File: src/hdl/cfo_consts.svh
// Constants for the command fanout: timing, field positions, offsets
`ifndef CFO_CONSTS_SVH
`define CFO_CONSTS_SVH
// Clock rates in kHz
`define CFO_CLK_FREQ_KHZ 10000
`define CFO_OSC_FREQ_KHZ 53000
// Oscillator half period in clk_i cycles, never below one
`define CFO_OSC_HALF_RAW (`CFO_CLK_FREQ_KHZ / (2 * `CFO_OSC_FREQ_KHZ))
`define CFO_OSC_HALF_CYCLES ((`CFO_OSC_HALF_RAW > 0) ? `CFO_OSC_HALF_RAW : 1)
// Frame layout: seven words, marker high in the last two
`define CFO_FRAME_WORDS 7
`define CFO_MARKER_FIRST 5
`define CFO_CMD_CYCLE_WORDS 7
// Word and bus widths, field positions
`define CFO_WORD_WIDTH 20
`define CFO_MARKER_BIT 19
`define CFO_TTL_WIDTH 19
`define CFO_RET_WIDTH 5
`define CFO_RET_ERR_BIT 4
// Register byte offsets
`define CFO_ADR_CTRL 8'h00
`define CFO_ADR_STATUS 8'h04
`define CFO_ADR_BOARD 8'h08
// Control register fields
`define CFO_CTRL_RUN 0
`define CFO_CTRL_CLK_EN 1
`define CFO_CTRL_ERR_INC 2
`define CFO_CTRL_ERR_FATAL 3
// Reset values
`define CFO_CTRL_CLK_EN_RST 1'b0
`define CFO_CTRL_ERR_INC_RST 1'b0
`define CFO_CTRL_ERR_FATAL_RST 1'b1
`define CFO_BOARD_RST 5'h1e
`endif

File: src/hdl/cfo_pkg.sv
// Types shared by the command fanout modules
package cfo_pkg;
  // Switchover sequence, one-hot
  typedef enum logic [4:0] {
    CFO_ST_INIT = 5'h01,
    CFO_ST_WAIT_LOCK = 5'h02,
    CFO_ST_WAIT_OSC = 5'h04,
    CFO_ST_WAIT_LINK = 5'h08,
    CFO_ST_RUN = 5'h10
  } cfo_mode_type;

  // Controller word, bit 19 first
  typedef struct packed {
    logic marker;
    logic pipeline_read_second;
    logic [1:0] read_digitize_quiet_state;
    logic [7:0] bunch_crossing;
    logic first_level_accept;
    logic pipeline_advance;
    logic execute_strobe;
    logic [4:0] board_command;
  } cfo_word_type;

  // Internal oscillator state
  typedef struct packed {
    logic [15:0] cnt;
    logic clk;
    logic [2:0] idx;
    logic fall;
    logic tick;
  } cfo_osc_type;

  // Fanout main state
  typedef struct packed {
    cfo_mode_type mode;
    logic ack;
    logic [31:0] rdat;
    logic clk_en;
    logic err_inc;
    logic err_fatal;
    logic lclk_prev;
    cfo_word_type word;
    logic [18:0] ttl;
    logic marker;
    logic mclk;
    logic [2:0] frame_cnt;
    logic [4:0] board;
    logic fb_power_ok;
    logic fb_first;
    logic fb_second;
  } cfo_state_type;
endpackage

File: src/hdl/cfo_fanout.sv
// Command fanout: link word forwarding, clock switchover, board status
`timescale 1ns/10ps
`default_nettype none
`include "cfo_consts.svh"
module cfo_fanout
  import cfo_pkg::*;
#(
  parameter int CMD_CYCLE_WORDS = `CFO_CMD_CYCLE_WORDS
) (
  input wire logic clk_i,
  input wire logic rst_i,
  input wire logic wb_cyc_i,
  input wire logic wb_stb_i,
  input wire logic wb_we_i,
  input wire logic [7:0] wb_adr_i,
  input wire logic [3:0] wb_sel_i,
  input wire logic [31:0] wb_dat_i,
  output logic [31:0] wb_dat_o,
  output logic wb_ack_o,
  input wire logic link_clk_i,
  input wire logic [19:0] link_word_i,
  input wire logic rx_locked_i,
  input wire logic receiver_status_first_i,
  input wire logic receiver_status_second_i,
  input wire logic run_line_i,
  input wire logic [4:0] board_return_i,
  output logic [18:0] ttl_bus_o,
  output logic frame_marker_o,
  output logic master_clk_o,
  output logic fb_power_ok_o,
  output logic fb_status_first_o,
  output logic fb_status_second_o
);
  localparam int SYNC_W = 30;
  localparam logic [2:0] CYC_LAST = 3'(CMD_CYCLE_WORDS - 1);

  cfo_state_type s_reg;
  cfo_state_type s_next;
  logic [SYNC_W-1:0] sync_q;
  logic lclk_s;
  cfo_word_type word_s;
  logic lock_s;
  logic [1:0] rxst_s;
  logic run_line_s;
  logic [4:0] ret_s;
  logic osc_en;
  logic osc_clk;
  logic osc_marker;
  logic osc_fall;
  logic osc_tick;
  logic lclk_rise;
  logic link_mfall;
  logic req;
  logic run_pulse;
  logic word_tick;
  logic board_err;
  logic fatal;
  logic nonfatal;

  generate
    if (CMD_CYCLE_WORDS < 1 || CMD_CYCLE_WORDS > 8)
    begin : g_chk
      $error("cfo_fanout: CMD_CYCLE_WORDS out of range");
    end
  endgenerate

  function automatic logic adr_hit(input logic [7:0] a,
                                   input logic [7:0] off);
    return a == off;
  endfunction

  // Every link, receiver and board pin passes two flops before any logic sees it; the bus inputs are used directly
  cfo_sync2 #(
    .WIDTH(SYNC_W)
  ) u_sync (
    .clk_i(clk_i),
    .rst_i(rst_i),
    .d_i({link_clk_i, link_word_i, rx_locked_i, receiver_status_second_i,
          receiver_status_first_i, run_line_i, board_return_i}),
    .q_o(sync_q)
  );

  // Unplugged cable reads low through the board bias: stays initialize
  assign {lclk_s, word_s, lock_s, rxst_s, run_line_s, ret_s} = sync_q;

  // Oscillator runs only in the pre-switchover states, if enabled
  cfo_osc_gen u_osc (
    .clk_i(clk_i),
    .rst_i(rst_i),
    .en_i(osc_en),
    .clk_o(osc_clk),
    .marker_o(osc_marker),
    .fall_o(osc_fall),
    .tick_o(osc_tick)
  );

  // Event decode from the sampled link and the bus
  assign lclk_rise = lclk_s & ~s_reg.lclk_prev;
  assign link_mfall = lclk_rise & s_reg.word.marker & ~word_s.marker;
  assign req = wb_cyc_i & wb_stb_i;
  assign run_pulse = req & ~s_reg.ack & wb_we_i & wb_sel_i[0] &
                     adr_hit(wb_adr_i, `CFO_ADR_CTRL) &
                     wb_dat_i[`CFO_CTRL_RUN];
  assign word_tick = (s_reg.mode == CFO_ST_RUN) ? lclk_rise : osc_tick;

  // Error classes; the code bits are never interpreted
  assign board_err = ~ret_s[`CFO_RET_ERR_BIT] & s_reg.err_inc;
  assign fatal = board_err & s_reg.err_fatal;
  assign nonfatal = board_err & ~s_reg.err_fatal;

  // Next-state logic for the whole block
  always_comb
  begin
    s_next = s_reg;
    // Bus slave: one-cycle ack, unmapped reads return zero
    s_next.ack = 1'b0;
    s_next.rdat = '0;
    if (req && !s_reg.ack)
    begin
      s_next.ack = 1'b1;
      if (wb_we_i && wb_sel_i[0] && adr_hit(wb_adr_i, `CFO_ADR_CTRL))
      begin
        s_next.clk_en = wb_dat_i[`CFO_CTRL_CLK_EN];
        s_next.err_inc = wb_dat_i[`CFO_CTRL_ERR_INC];
        s_next.err_fatal = wb_dat_i[`CFO_CTRL_ERR_FATAL];
      end
      if (!wb_we_i)
      begin
        if (adr_hit(wb_adr_i, `CFO_ADR_CTRL))
        begin
          s_next.rdat[`CFO_CTRL_CLK_EN] = s_reg.clk_en;
          s_next.rdat[`CFO_CTRL_ERR_INC] = s_reg.err_inc;
          s_next.rdat[`CFO_CTRL_ERR_FATAL] = s_reg.err_fatal;
        end
        else if (adr_hit(wb_adr_i, `CFO_ADR_STATUS))
        begin
          // Receiver status for polling while lock is pending
          s_next.rdat[8:0] = {s_reg.mode, run_line_s, lock_s,
                              rxst_s[1], rxst_s[0]};
        end
        else if (adr_hit(wb_adr_i, `CFO_ADR_BOARD))
        begin
          s_next.rdat[4:0] = s_reg.board;
        end
      end
    end

    // Link word captured on each sampled link clock rise
    s_next.lclk_prev = lclk_s;
    if (lclk_rise)
      s_next.word = word_s;

    // Switchover sequence; only reset returns to initialize
    case (s_reg.mode)
      CFO_ST_INIT:
      begin
        if (run_pulse || run_line_s)
          s_next.mode = CFO_ST_WAIT_LOCK;
      end
      CFO_ST_WAIT_LOCK:
      begin
        if (lock_s)
          s_next.mode = CFO_ST_WAIT_OSC;
      end
      CFO_ST_WAIT_OSC:
      begin
        // A stopped oscillator has no edge to wait for
        if (osc_fall || !s_reg.clk_en)
          s_next.mode = CFO_ST_WAIT_LINK;
      end
      CFO_ST_WAIT_LINK:
      begin
        if (link_mfall)
          s_next.mode = CFO_ST_RUN;
      end
      CFO_ST_RUN:
      begin
        s_next.mode = CFO_ST_RUN;
      end
      default:
      begin
        s_next.mode = CFO_ST_INIT;
      end
    endcase

    // Board-facing outputs by mode
    case (s_reg.mode)
      CFO_ST_RUN:
      begin
        s_next.mclk = lclk_s;
        s_next.marker = s_reg.word.marker;
        // Whole word below the marker, no field decoded
        s_next.ttl = s_reg.word[`CFO_TTL_WIDTH-1:0];
      end
      CFO_ST_WAIT_LINK:
      begin
        s_next.mclk = 1'b0;
        s_next.marker = 1'b0;
        s_next.ttl = '0;
      end
      default:
      begin
        s_next.mclk = osc_clk;
        s_next.marker = osc_marker;
        s_next.ttl = '0;
      end
    endcase

    // Return status sampled once per command cycle of seven words
    if (word_tick)
    begin
      if (s_reg.frame_cnt == CYC_LAST)
      begin
        s_next.frame_cnt = '0;
        // Bit 0 is the reserved bus bit 20: stored, never acted on
        s_next.board = ret_s;
      end
      else
      begin
        s_next.frame_cnt = s_reg.frame_cnt + 3'h1;
      end
    end

    // Cable status: meaning chosen by the controller's line
    s_next.fb_power_ok = 1'b1;
    if (!run_line_s)
    begin
      s_next.fb_first = rxst_s[0];
      s_next.fb_second = rxst_s[1];
    end
    else
    begin
      s_next.fb_first = fatal;
      s_next.fb_second = nonfatal & ~fatal;
    end
  end

  // Oscillator enable follows the next mode so a stop lands on the
  // very edge that shows the marker fall
  assign osc_en = s_next.clk_en &
                  (s_next.mode == CFO_ST_INIT ||
                   s_next.mode == CFO_ST_WAIT_LOCK ||
                   s_next.mode == CFO_ST_WAIT_OSC);

  // State register; power-up lands in initialize
  always_ff @(posedge clk_i)
  begin
    if (rst_i)
    begin
      s_reg <= '0;
      s_reg.mode <= CFO_ST_INIT;
      s_reg.clk_en <= `CFO_CTRL_CLK_EN_RST;
      s_reg.err_inc <= `CFO_CTRL_ERR_INC_RST;
      s_reg.err_fatal <= `CFO_CTRL_ERR_FATAL_RST;
      // Idle bus reads as biased: error high, code 111
      s_reg.board <= `CFO_BOARD_RST;
    end
    else
    begin
      s_reg <= s_next;
    end
  end

  // Outputs straight from the state register
  assign wb_dat_o = s_reg.rdat;
  assign wb_ack_o = s_reg.ack;
  assign ttl_bus_o = s_reg.ttl;
  assign frame_marker_o = s_reg.marker;
  assign master_clk_o = s_reg.mclk;
  assign fb_power_ok_o = s_reg.fb_power_ok;
  assign fb_status_first_o = s_reg.fb_first;
  assign fb_status_second_o = s_reg.fb_second;
endmodule
`default_nettype wire

File: src/hdl/cfo_sync2.sv
// Two flip-flop synchroniser for pin inputs
`timescale 1ns/10ps
`default_nettype none
module cfo_sync2 #(
  parameter int WIDTH = 1
) (
  input wire logic clk_i,
  input wire logic rst_i,
  input wire logic [WIDTH-1:0] d_i,
  output logic [WIDTH-1:0] q_o
);
  logic [WIDTH-1:0] meta_reg;
  logic [WIDTH-1:0] sync_reg;

  generate
    if (WIDTH < 1)
    begin : g_chk
      $error("cfo_sync2: WIDTH must be positive");
    end
  endgenerate

  // First stage feeds only the second
  always_ff @(posedge clk_i)
  begin
    if (rst_i)
    begin
      meta_reg <= '0;
      sync_reg <= '0;
    end
    else
    begin
      meta_reg <= d_i;
      sync_reg <= meta_reg;
    end
  end

  assign q_o = sync_reg;
endmodule
`default_nettype wire

File: src/hdl/cfo_osc_gen.sv
// Internal oscillator: master clock and frame marker for initialize mode
`timescale 1ns/10ps
`default_nettype none
`include "cfo_consts.svh"
module cfo_osc_gen
  import cfo_pkg::*;
#(
  parameter int HALF_CYCLES = `CFO_OSC_HALF_CYCLES,
  parameter int FRAME_WORDS = `CFO_FRAME_WORDS,
  parameter int MARKER_FIRST = `CFO_MARKER_FIRST
) (
  input wire logic clk_i,
  input wire logic rst_i,
  input wire logic en_i,
  output logic clk_o,
  output logic marker_o,
  output logic fall_o,
  output logic tick_o
);
  localparam logic [15:0] HALF_M1 = 16'(HALF_CYCLES - 1);
  localparam logic [2:0] LAST = 3'(FRAME_WORDS - 1);
  localparam logic [2:0] MFIRST = 3'(MARKER_FIRST);
  cfo_osc_type s_reg;
  cfo_osc_type s_next;

  generate
    if (HALF_CYCLES < 1 || HALF_CYCLES > 65535 || FRAME_WORDS > 8 ||
        MARKER_FIRST < 1 || MARKER_FIRST >= FRAME_WORDS)
    begin : g_chk
      $error("cfo_osc_gen: unsupported parameters");
    end
  endgenerate

  // Word index moves on the falling clock half, so a stop at the
  // marker fall leaves both lines low with no runt pulse
  always_comb
  begin
    s_next = s_reg;
    s_next.fall = 1'b0;
    s_next.tick = 1'b0;
    if (!en_i)
    begin
      s_next.cnt = '0;
      s_next.clk = 1'b0;
      s_next.idx = '0;
    end
    else if (s_reg.cnt == HALF_M1)
    begin
      s_next.cnt = '0;
      s_next.clk = ~s_reg.clk;
      if (s_reg.clk)
      begin
        s_next.tick = 1'b1;
        if (s_reg.idx == LAST)
        begin
          s_next.idx = '0;
          s_next.fall = 1'b1;
        end
        else
        begin
          s_next.idx = s_reg.idx + 3'h1;
        end
      end
    end
    else
    begin
      s_next.cnt = s_reg.cnt + 16'h0001;
    end
  end

  always_ff @(posedge clk_i)
  begin
    if (rst_i)
      s_reg <= '0;
    else
      s_reg <= s_next;
  end

  assign clk_o = s_reg.clk;
  assign marker_o = (s_reg.idx >= MFIRST);
  assign fall_o = s_reg.fall;
  assign tick_o = s_reg.tick;
endmodule
`default_nettype wire

File: config.mk
export PLATFORM = sky130hd
export DESIGN_NAME = cfo_fanout
export DESIGN_NICKNAME = d
export VERILOG_FILES = /design/src/hdl/cfo_pkg.sv /design/src/hdl/cfo_fanout.sv /design/src/hdl/cfo_sync2.sv /design/src/hdl/cfo_osc_gen.sv
export VERILOG_INCLUDE_DIRS = /design/src /design/src/hdl
export SDC_FILE = /design/constraint.sdc
export NUM_CORES = 1
export LEC_CHECK = 0
export BUFFER_PORTS_ARGS = -buffer_cell sky130_fd_sc_hd__buf_2
export CAP_MARGIN = 10
export CORE_MARGIN = 5
export CORE_UTILIZATION = 32
export CTS_BUF_LIST = sky130_fd_sc_hd__clkbuf_4 sky130_fd_sc_hd__clkbuf_8 sky130_fd_sc_hd__clkbuf_16
export DETAILED_ROUTE_END_ITERATION = 10
export GPL_TIMING_DRIVEN = 0
export PLACE_DENSITY_LB_ADDON = 0.08
export SLEW_MARGIN = 25
export SYNTH_ARGS = -nofsm -noshare
export SYNTH_HDL_FRONTEND = slang
export SYNTH_SLANG_ARGS = --single-unit
File: constraint.sdc
create_clock -name clk_i -period 2.45 [get_ports clk_i]
set_clock_uncertainty 0.05 [all_clocks]
set_input_delay 0 -clock clk_i [delete_from_list [all_inputs] [get_ports clk_i]]
set_output_delay 0 -clock clk_i [all_outputs]
set_load 0.01 [all_outputs]
==> results.json, run 1 <==
{
  "critPathTopFamily": "buffers and inverters",
  "power.internal_mw": 4.02,
  "reg2reg_depth": 6,
  "grt_max_degree": 17,
  "path_class": "input port to flop",
  "crit_chain": "dlygate4sd3_1 -> buf_2 -> nor4_2 -> dlygate4sd3_1 -> nand4b_1 -> dlygate4sd3_1 -> a21oi_1",
  "num-nets-final": 835,
  "min_path_type": "input port to flop",
  "rows": 48,
  "grt_antenna_before_repair": 0,
  "rsz0062_at_grt": "false",
  "die_y_um": 143,
  "clkPwrFrac_pct": 46.4,
  "hold_buffers": 49,
  "fin_crit_sh_pct": 91.2,
  "finalSetupTns_ps": 0,
  "dp_slack_ps": 234,
  "yosysUniqueCellTypes": 58,
  "async_flop_share_pct": 0,
  "synth-seq-cells": 153,
  "gr-usage-all-layers_pct": 12.6,
  "maxSlewHeadroom_pct": 55.8,
  "leakagePower_nw": 3.06,
  "cp_max_fo": 5,
  "cp_slowest_cell": "dlygate4sd3_1",
  "drc": 0,
  "fmax_mhz": 447,
  "root_buffer": "clkbuf_16",
  "wirelength_mm": 12.3,
  "critPathLaunchType": "input port",
  "fp.dieArea_sq_um": 20500,
  "swShare_pct": 23.6,
  "wl_per_cell_um": 12.3,
  "endpoint_kind": "flop",
  "synth_cells": 584,
  "p_seq_share_pct": 48.6,
  "cts_tree": "yes",
  "grt_pass1_vias": 4262,
  "drtIter0Drc": 122,
  "io_buffers": 80,
  "outcome": "finished, final reports clean",
  "postRouteAntennaNets": 0,
  "gr-total-overflow": 0,
  "power_switching_mw": 1.24,
  "clock-sinks": 153,
  "grt_pass1_wl_mm": 20.4,
  "core-area_sq_um": 17400,
  "ir_drop_mv": 0.473,
  "via_per_inst": 4.27,
  "finalSetupViolCount": 0,
  "ys_seq_area_share_pct": 53.8,
  "antennaDiodeCount": 0,
  "worstSkewPairLatency_ps": 420,
  "area_growth_pct": 31.9,
  "start_util_pct": 32.8,
  "num_vias": 4233,
  "synthFlopType": "dfxtp_1",
  "cp_num_cells": 7,
  "postCtsSetupRepairBufs": 0,
  "cts_buffer_depth": 2,
  "drive_gt1_share_pct": 23.9,
  "hold_viol_final": 0,
  "clk_pin_slew_ps": 60,
  "hold_path_depth": 4,
  "htreeDepth": 4,
  "finalCriticalPeriod_ps": 2230,
  "worstMarginPinSlew_ps": 660,
  "report.final.slew_viol_count": 0,
  "fp.dieW_um": 143,
  "cpMostUsedCell": "dlygate4sd3_1",
  "path_buf_inv": 4,
  "power.density_nw_per_um2": 702,
  "synth_edf_count": 0,
  "ctsResizeCount": 0,
  "syn-cell-area_sq_um": 5690,
  "gp_congestion": 0.780,
  "p_comb_share_pct": 5.0,
  "arrival_ps": 2540,
  "cts_buffers": 17,
  "cap_violations": 0,
  "critPathMaxStageDelay_ps": 680,
  "place_hpwl_mm": 8.95,
  "ios": 136,
  "regToRegSetupSlack_ps": 270,
  "setup_slack_ps": 215,
  "ys_warn_count": 0,
  "dr.pass1.iters": 4,
  "cp.required_ps": 2750,
  "largest_register_ffs": 37,
  "syn_avg_cell_area_sq_um": 9.74
}
synthesized netlist by cell type, types with 4 or more instances:
cell      number  area share, %
a211oi_1       4           0.53
a21oi_1       36            3.2
and2_1        25            2.7
buf_2          5           0.44
buf_4         52            6.9
clkbuf_1      17            1.1
dfxtp_1      153             54
inv_1         13           0.86
mux2i_1        7            1.2
nand2_1       58            3.8
nand3_1       13            1.1
nand4_1        8           0.88
nor2_1        17            1.1
nor2b_1       69            7.6
nor3_1        22            1.9
o21ai_0        7           0.62
o31ai_1        5           0.66
or3_1          5           0.55
xnor2_1        7            1.1
xor2_1         6           0.92
layout make-up:
type	count	area, sq um
flip-flops and latches	153	3060
clock buffers	17	425
multi-input cells	363	2160
repair buffers	129	891
plain buffers	76	494
well taps	225	282
fillers	1701	9850
inverters	14	52.6
clock inverters	15	134
layout by cell type, fill, tap and decap left out, types with 7 or more instances in the layout:
| cell type | count |
|---|---|
| a21oi_1 | 36 |
| and2_1 | 25 |
| buf_2 | 85 |
| buf_4 | 52 |
| clkbuf_1 | 17 |
| clkbuf_16 | 17 |
| conb_1 | 23 |
| dfxtp_1 | 153 |
| dlygate4sd3_1 | 49 |
| inv_1 | 13 |
| mux2i_1 | 7 |
| nand2_1 | 58 |
| nand3_1 | 13 |
| nand4_1 | 8 |
| nor2_1 | 17 |
| nor2b_1 | 69 |
| nor3_1 | 22 |
| o21ai_0 | 7 |
| xnor2_1 | 7 |
power groups by stage:
stage | sequential (mW) | combinational [mW] | clock (mW)
after floorplan | 2.61 | 0.140 | 0
after global placement | 2.61 | 0.209 | 0
after detailed placement | 2.61 | 0.212 | 0
after CTS | 2.56 | 0.266 | 2.53
after global routing | 2.56 | 0.297 | 2.64
final | 2.56 | 0.265 | 2.44
path summary, 6_finish.rpt:
| kind | startpoint | end |
|---|---|---|
| max reg2reg | s_reg[89] | ttl_bus_o[17] |
| min | wb_stb_i | wb_dat_o[0] |
| max | wb_adr_i[0] | wb_dat_o[1] |
| min reg2reg | u_sync.q_o[25] | s_reg[48] |
worst min-delay path: cells and delay by family:
family,cells,cell delay (ps)
simple gates,3,430
buf+inv,1,100
metrics by stage:
step | std cells | power (mW) | hold slack (ps) | area [sq um] | utilization, %
final | 992 | 5.26 | 111 | 7500 | 43.2
after global routing | 992 | 5.50 | 124 | 7500 | 43.2
after CTS | 992 | 5.35 | 72.2 | 7500 | 43.2
after detailed placement | 911 | 2.83 | 163 | 6450 | 37.2
after global placement | 911 | 2.82 | 158 | 6450 | 37.2
after floorplan | 606 | 2.75 | 40.3 | 5770 | -
cells by family (layout without fill, tap and decap cells):
| family | after synthesis | count (layout) | synth area share (%) |
|---|---|---|---|
| simple gates | 249 | 249 | 24.9 |
| flops | 153 | 153 | 53.8 |
| buf+inv | 90 | 251 | 9.61 |
| compound gates | 68 | 68 | 7.66 |
| xor+xnor | 13 | 13 | 2.00 |
| mux | 8 | 8 | 1.47 |
| fa+ha+maj | 2 | 2 | 0.440 |
| other cells | 1 | 23 | 0.0659 |
routing by layer:
metal | wire (um) | track usage, %
met5 | 0 | 0
met4 | 223 | 5.05
met3 | 634 | 3.33
met2 | 5750 | 20.5
met1 | 5640 | 15.9
(Power assumes the default switching activity.)
==> run 2: changes to the inputs <==
==> constraint.sdc (replaced) <==
create_clock -name clk_i -period 1.98 [get_ports clk_i]
set_clock_uncertainty 0.05 [all_clocks]
set_input_delay 0 -clock clk_i [delete_from_list [all_inputs] [get_ports clk_i]]
set_output_delay 0 -clock clk_i [all_outputs]
set_load 0.01 [all_outputs]
==> run 2 against run 1 <==
Effect of this change: via count is essentially flat; highest routed layer unchanged; die area unchanged; final area up 1.6%.
==> results.json, run 2 (same netlist as run 1, synthesis figures left out) <==
{
  "rsz0062_at_grt": "true",
  "final.fill_count": 1702,
  "ir_drop_mv": 0.580,
  "drc": 0,
  "layout_common_cells": "dfxtp_1, buf_2, nor2b_1",
  "setup_slack_ps": 89.7,
  "hold_slack_ps": 80.4,
  "place_hpwl_mm": 8.95,
  "cap_violations": 0,
  "dp_slack_ps": -236,
  "min_from": "rst_i",
  "gp_congestion": 0.780,
  "drive_gt1_share_pct": 26.7,
  "rows": 48,
  "clkPwrFrac_pct": 46.4,
  "gr-total-overflow": 0,
  "grt_antenna_before_repair": 0,
  "power.internal_mw": 4.97,
  "clk_pin_slew_ps": 60,
  "htreeDepth": 4,
  "finalCriticalPeriod_ps": 1890,
  "swShare_pct": 23.7,
  "wl_per_cell_um": 12.5,
  "critPathTopFamily": "simple AND/OR/NAND/NOR gates",
  "finalSetupTns_ps": 0,
  "gr-usage-all-layers_pct": 12.6,
  "cp_slowest_cell": "dfxtp_2",
  "endpoint_kind": "flop",
  "fmax_mhz": 529,
  "hold_path_end": "ttl_bus_o[2]",
  "fp.dieW_um": 143,
  "cts_buffers": 17,
  "power_switching_mw": 1.55,
  "clock-sinks": 153,
  "r2r-end": "u_osc.s_reg[3]",
  "drtIter0Drc": 125,
  "root_buffer": "clkbuf_16",
  "worstSkewPairLatency_ps": 420,
  "arrival_ps": 2180,
  "worstMarginPinSlew_ps": 666,
  "finalSetupViolCount": 0,
  "io_buffers": 80,
  "core-area_sq_um": 17400,
  "grt_max_degree": 17,
  "num_vias": 4231,
  "critPathLaunchType": "flop",
  "hold_viol_final": 0,
  "cts_tree": "yes",
  "hold_path_depth": 3,
  "antennaDiodeCount": 0,
  "maxSlewHeadroom_pct": 55.6,
  "fin_crit_sh_pct": 95.5,
  "grt_pass1_vias": 4263,
  "die_y_um": 143,
  "p_comb_share_pct": 4.9,
  "area_growth_pct": 34.1,
  "grt_pass1_wl_mm": 20.4,
  "power.density_nw_per_um2": 855,
  "ios": 136,
  "outcome": "finished, final reports clean",
  "report.final.slew_viol_count": 0,
  "largest_register_ffs": 37,
  "cp_max_fo": 6,
  "p_seq_share_pct": 48.6,
  "wirelength_mm": 12.4,
  "postRouteAntennaNets": 0,
  "power_mw": 6.52,
  "crit_chain": "inv_1 -> ha_2 -> nor4b_4 -> nand4_1 -> buf_4 -> or3_1 -> a211oi_2",
  "cts_buffer_depth": 2,
  "path_buf_inv": 2,
  "critPathMaxStageDelay_ps": 350,
  "num-nets-final": 835,
  "leakagePower_nw": 3.10,
  "min_path_type": "input port to flop",
  "path_class": "flop to flop",
  "reg2reg_depth": 7,
  "dr.pass1.iters": 5,
  "layout_commonest_cell": "dfxtp_1",
  "r2r-start": "u_osc.s_reg[6]",
  "start_util_pct": 32.8,
  "fp.dieArea_sq_um": 20500,
  "via_per_inst": 4.27,
  "regToRegSetupSlack_ps": 90,
  "cp.required_ps": 2270
}
## run 2: cell types whose count changed in the layout (fill, tap and decap cells not counted), sizes merged
cell and delta:
clkbuf -1, buf +3, dlygate4sd3 -2
## run 2: timing repair
action / CTS / global route
resized for setup: 4 / 25
endpoints found under the setup margin: 24 / 42
hold endpoints to repair: 40 / 0
pin swaps: 2 / 3
hold buffers: 48 / 0
buffers inserted: 3 / 1
## run 2: power groups by stage
stage | Clock (mW) | Sequential (mW) | Combinational, mW
floorplan | 0 | 3.23 | 0.173
global placement | 0 | 3.23 | 0.259
detailed placement | 0 | 3.23 | 0.262
CTS | 3.13 | 3.17 | 0.328
global route | 3.27 | 3.18 | 0.361
finish | 3.03 | 3.17 | 0.323
## run 2: cell type report
cell class | count | area [sq um] | share of cell area, %
Buffer | 74 | 493 | 6.47
Inverter | 14 | 52.6 | 0.689
Tap cell | 225 | 282 | 3.69
Clock buffer | 17 | 425 | 5.58
Sequential cell | 153 | 3070 | 40.3
Timing Repair Buffer | 131 | 901 | 11.8
Multi-Input combinational cell | 363 | 2270 | 29.7
Clock inverter | 15 | 134 | 1.76
## run 2: metal layers
| layer | wire (um) | vias up | share of wire (%) | GRT usage [%] |
|---|---|---|---|---|
| met4 | 222 | 0 | 1.8 | 5.05 |
| li1 | - | 2222 | - | - |
| met3 | 569 | 16 | 4.6 | 3.33 |
| met5 | 0 | - | 0 | 0 |
| met2 | 5870 | 79 | 47 | 20.6 |
| met1 | 5740 | 1914 | 46 | 15.9 |
## run 2: worst max path at each step
stage                        start        endpoint  slack, ps  depth (start not counted)
floorplan           u_osc.s_reg[6]  u_osc.s_reg[4]        220                          6
global placement         s_reg[89]   ttl_bus_o[14]       -180                          6
detailed placement       s_reg[89]   ttl_bus_o[17]       -240                          6
CTS                 u_osc.s_reg[6]  u_osc.s_reg[3]         20                          7
global route        u_osc.s_reg[6]  u_osc.s_reg[3]        -50                          7
finish              u_osc.s_reg[6]  u_osc.s_reg[3]         90                          7
## run 2: worst register-to-register path, delay by kind of cell (launching register included)
family / cells / cell delay, ps
buf+inv: 2 / 270
simple gates: 3 / 780
compound gates: 1 / 210
flops: 1 / 350
fa+ha+maj: 1 / 170
## run 2: metrics by stage
step                instances  cell area [sq um]  utilization, %
finish                    992               7620            43.9
floorplan                 606               5770               -
detailed placement        911               6450            37.2
global placement          911               6450            37.2
CTS                       994               7530            43.4
global route              992               7620            43.9
==> run 3: changes to the inputs <==
--- a/config.mk
+++ b/config.mk
@@ -6,6 +6,7 @@
 export SDC_FILE = /design/constraint.sdc
 export NUM_CORES = 1
 export LEC_CHECK = 0
+export ABC_CLOCK_PERIOD_IN_PS = 1980
 export BUFFER_PORTS_ARGS = -buffer_cell sky130_fd_sc_hd__buf_2
 export CAP_MARGIN = 10
 export CORE_MARGIN = 5
@@ -14,6 +15,7 @@
 export DETAILED_ROUTE_END_ITERATION = 10
 export GPL_TIMING_DRIVEN = 0
 export PLACE_DENSITY_LB_ADDON = 0.08
+export REMOVE_ABC_BUFFERS = 1
 export SLEW_MARGIN = 25
 export SYNTH_ARGS = -nofsm -noshare
 export SYNTH_HDL_FRONTEND = slang
==> run 3 against run 2 <==
Effect of this change: the run now ends with hold timing left; worst setup slack worse by 21 ps; sequential share of layout area up 2.0 points; first-iteration DRC count up 8.0%; combinational power down 12%; clock power up 6%; largest cell class unchanged.
==> results.json, run 3 (same netlist as run 1, synthesis figures left out) <==
{
  "place_area_sq_um": 6030,
  "cts_buffers": 17,
  "io_buffers": 81,
  "wl_met1_mm": 5.24,
  "cts_buffer_depth": 2,
  "root_buffer": "clkbuf_16",
  "critPathTopFamily": "simple AND/OR/NAND/NOR gates",
  "cp_num_cells": 5,
  "fp.dieArea_sq_um": 20500,
  "num-nets-final": 770,
  "crit_chain": "nor4_2 -> nand4_1 -> buf_4 -> or4b_1 -> nor3_2",
  "cts_tree": "yes",
  "clock-sinks": 153,
  "layout_commonest_cell": "dfxtp_1",
  "maxSlewHeadroom_pct": 40.0,
  "antennaDiodeCount": 0,
  "worstMarginPinSlew_ps": 900,
  "path_class": "flop to flop",
  "final_cells": 927,
  "critPathMaxStageDelay_ps": 490,
  "wl_met3_um": 560,
  "fin_util_pct": 41.8,
  "dp_slack_ps": -108,
  "ir_drop_mv": 0.568,
  "grt_antenna_before_repair": 0,
  "worstSkewPairLatency_ps": 420,
  "gp_congestion": 0.805,
  "report.final.slew_viol_count": 0,
  "htreeDepth": 4,
  "critPathLaunchType": "flop",
  "fmax_mhz": 523,
  "design_area_sq_um": 7260,
  "hold_viol_final": 1,
  "reg2reg_depth": 5,
  "wirelength_mm": 11.6,
  "cap_violations": 0,
  "min_path_type": "input port to flop",
  "start_util_pct": 32.8,
  "grt_max_degree": 58,
  "core-area_sq_um": 17400,
  "finalSetupTns_ps": 0,
  "gr-usage-all-layers_pct": 11.6,
  "drtIter0Drc": 135,
  "postRouteAntennaNets": 0,
  "clk_pin_slew_ps": 60,
  "gr-total-overflow": 0,
  "endpoint_kind": "flop",
  "dr.pass1.iters": 4,
  "cp_slowest_cell": "or4b_1",
  "die_y_um": 143,
  "drive_gt1_share_pct": 21.4,
  "largest_register_ffs": 37,
  "place_hpwl_mm": 7.25,
  "num_vias": 4060,
  "cp.required_ps": 2260,
  "leakagePower_nw": 2.83,
  "place_inst": 838,
  "ios": 136,
  "routed.top_layer": "met4",
  "hold_path_depth": 2,
  "finalSetupViolCount": 0,
  "power_mw": 6.66,
  "outcome": "finished, violations left",
  "hold_slack_ps": -0.765,
  "path_buf_inv": 1,
  "drc": 0,
  "violations": "hold timing",
  "via_per_inst": 4.38,
  "fp.dieW_um": 143,
  "grt_pass1_wl_mm": 18.8,
  "arrival_ps": 2200,
  "wl_per_cell_um": 12.5,
  "wl_met2_mm": 5.59,
  "rows": 48,
  "fin_crit_sh_pct": 96.5,
  "finalCriticalPeriod_ps": 1910,
  "grt_pass1_vias": 3853,
  "cp_max_fo": 6,
  "area_growth_pct": 27.6,
  "setup_slack_ps": 68.5,
  "power.density_nw_per_um2": 918,
  "layout_common_cells": "dfxtp_1, buf_2, nor2b_1"
}
-- run 3: cell count changes in the layout (fill, tap and decap cells not counted), moves of 3 or more --
cell / delta
clkbuf_4: +4
clkbuf_1: -14
buf_4: -49
inv_8: -4
buf_2: -3
-- run 3: worst paths after layout --
kind         slack (ps)        endpoint                 from
max                  70    u_osc.fall_o       u_osc.s_reg[8]
min                -0.8  u_sync.q_o[18]                rst_i
max reg2reg          70    u_osc.fall_o       u_osc.s_reg[8]
min reg2reg         380  u_sync.q_o[23]  u_sync.meta_reg[23]
-- run 3: area by class of cell --
type,instances,area (sq um)
inverters,14,52.6
repair buffers,139,1000
clock inverters,9,116
fillers,1707,10100
clock buffers,23,477
well taps,225,282
multi-input cells,364,2260
flip-flops and latches,153,3070
-- run 3: repair_timing --
item | 4_1_cts | 5_1_grt
endpoints found under the hold margin | 40 | 3
gates cloned | 1 | 0
resized for setup | 4 | 12
hold buffers | 45 | 3
setup endpoints to repair | 45 | 32
pin swaps | 0 | 5
buffers inserted | 0 | 8
-- run 3: worst reg2reg max path, delay by kind of cell (launching register included) --
family | cells | cell delay [ps]
AND/OR/NAND/NOR | 4 | 1230
flip-flops | 1 | 370
buffers and inverters | 1 | 190
-- run 3: where the power goes --
part	switching (mW)	leakage, nW	total (mW)	internal [mW]
Combinational	0.133	1.29	0.283	0.150
Sequential	0.0259	1.25	3.17	3.15
Clock	1.24	0.293	3.21	1.97
-- run 3: metal layers --
metal	vias up	track usage, %
met4	0	5.50
met1	1864	14.3
met2	87	18.8
li1	2090	-
met5	-	0
met3	19	3.46
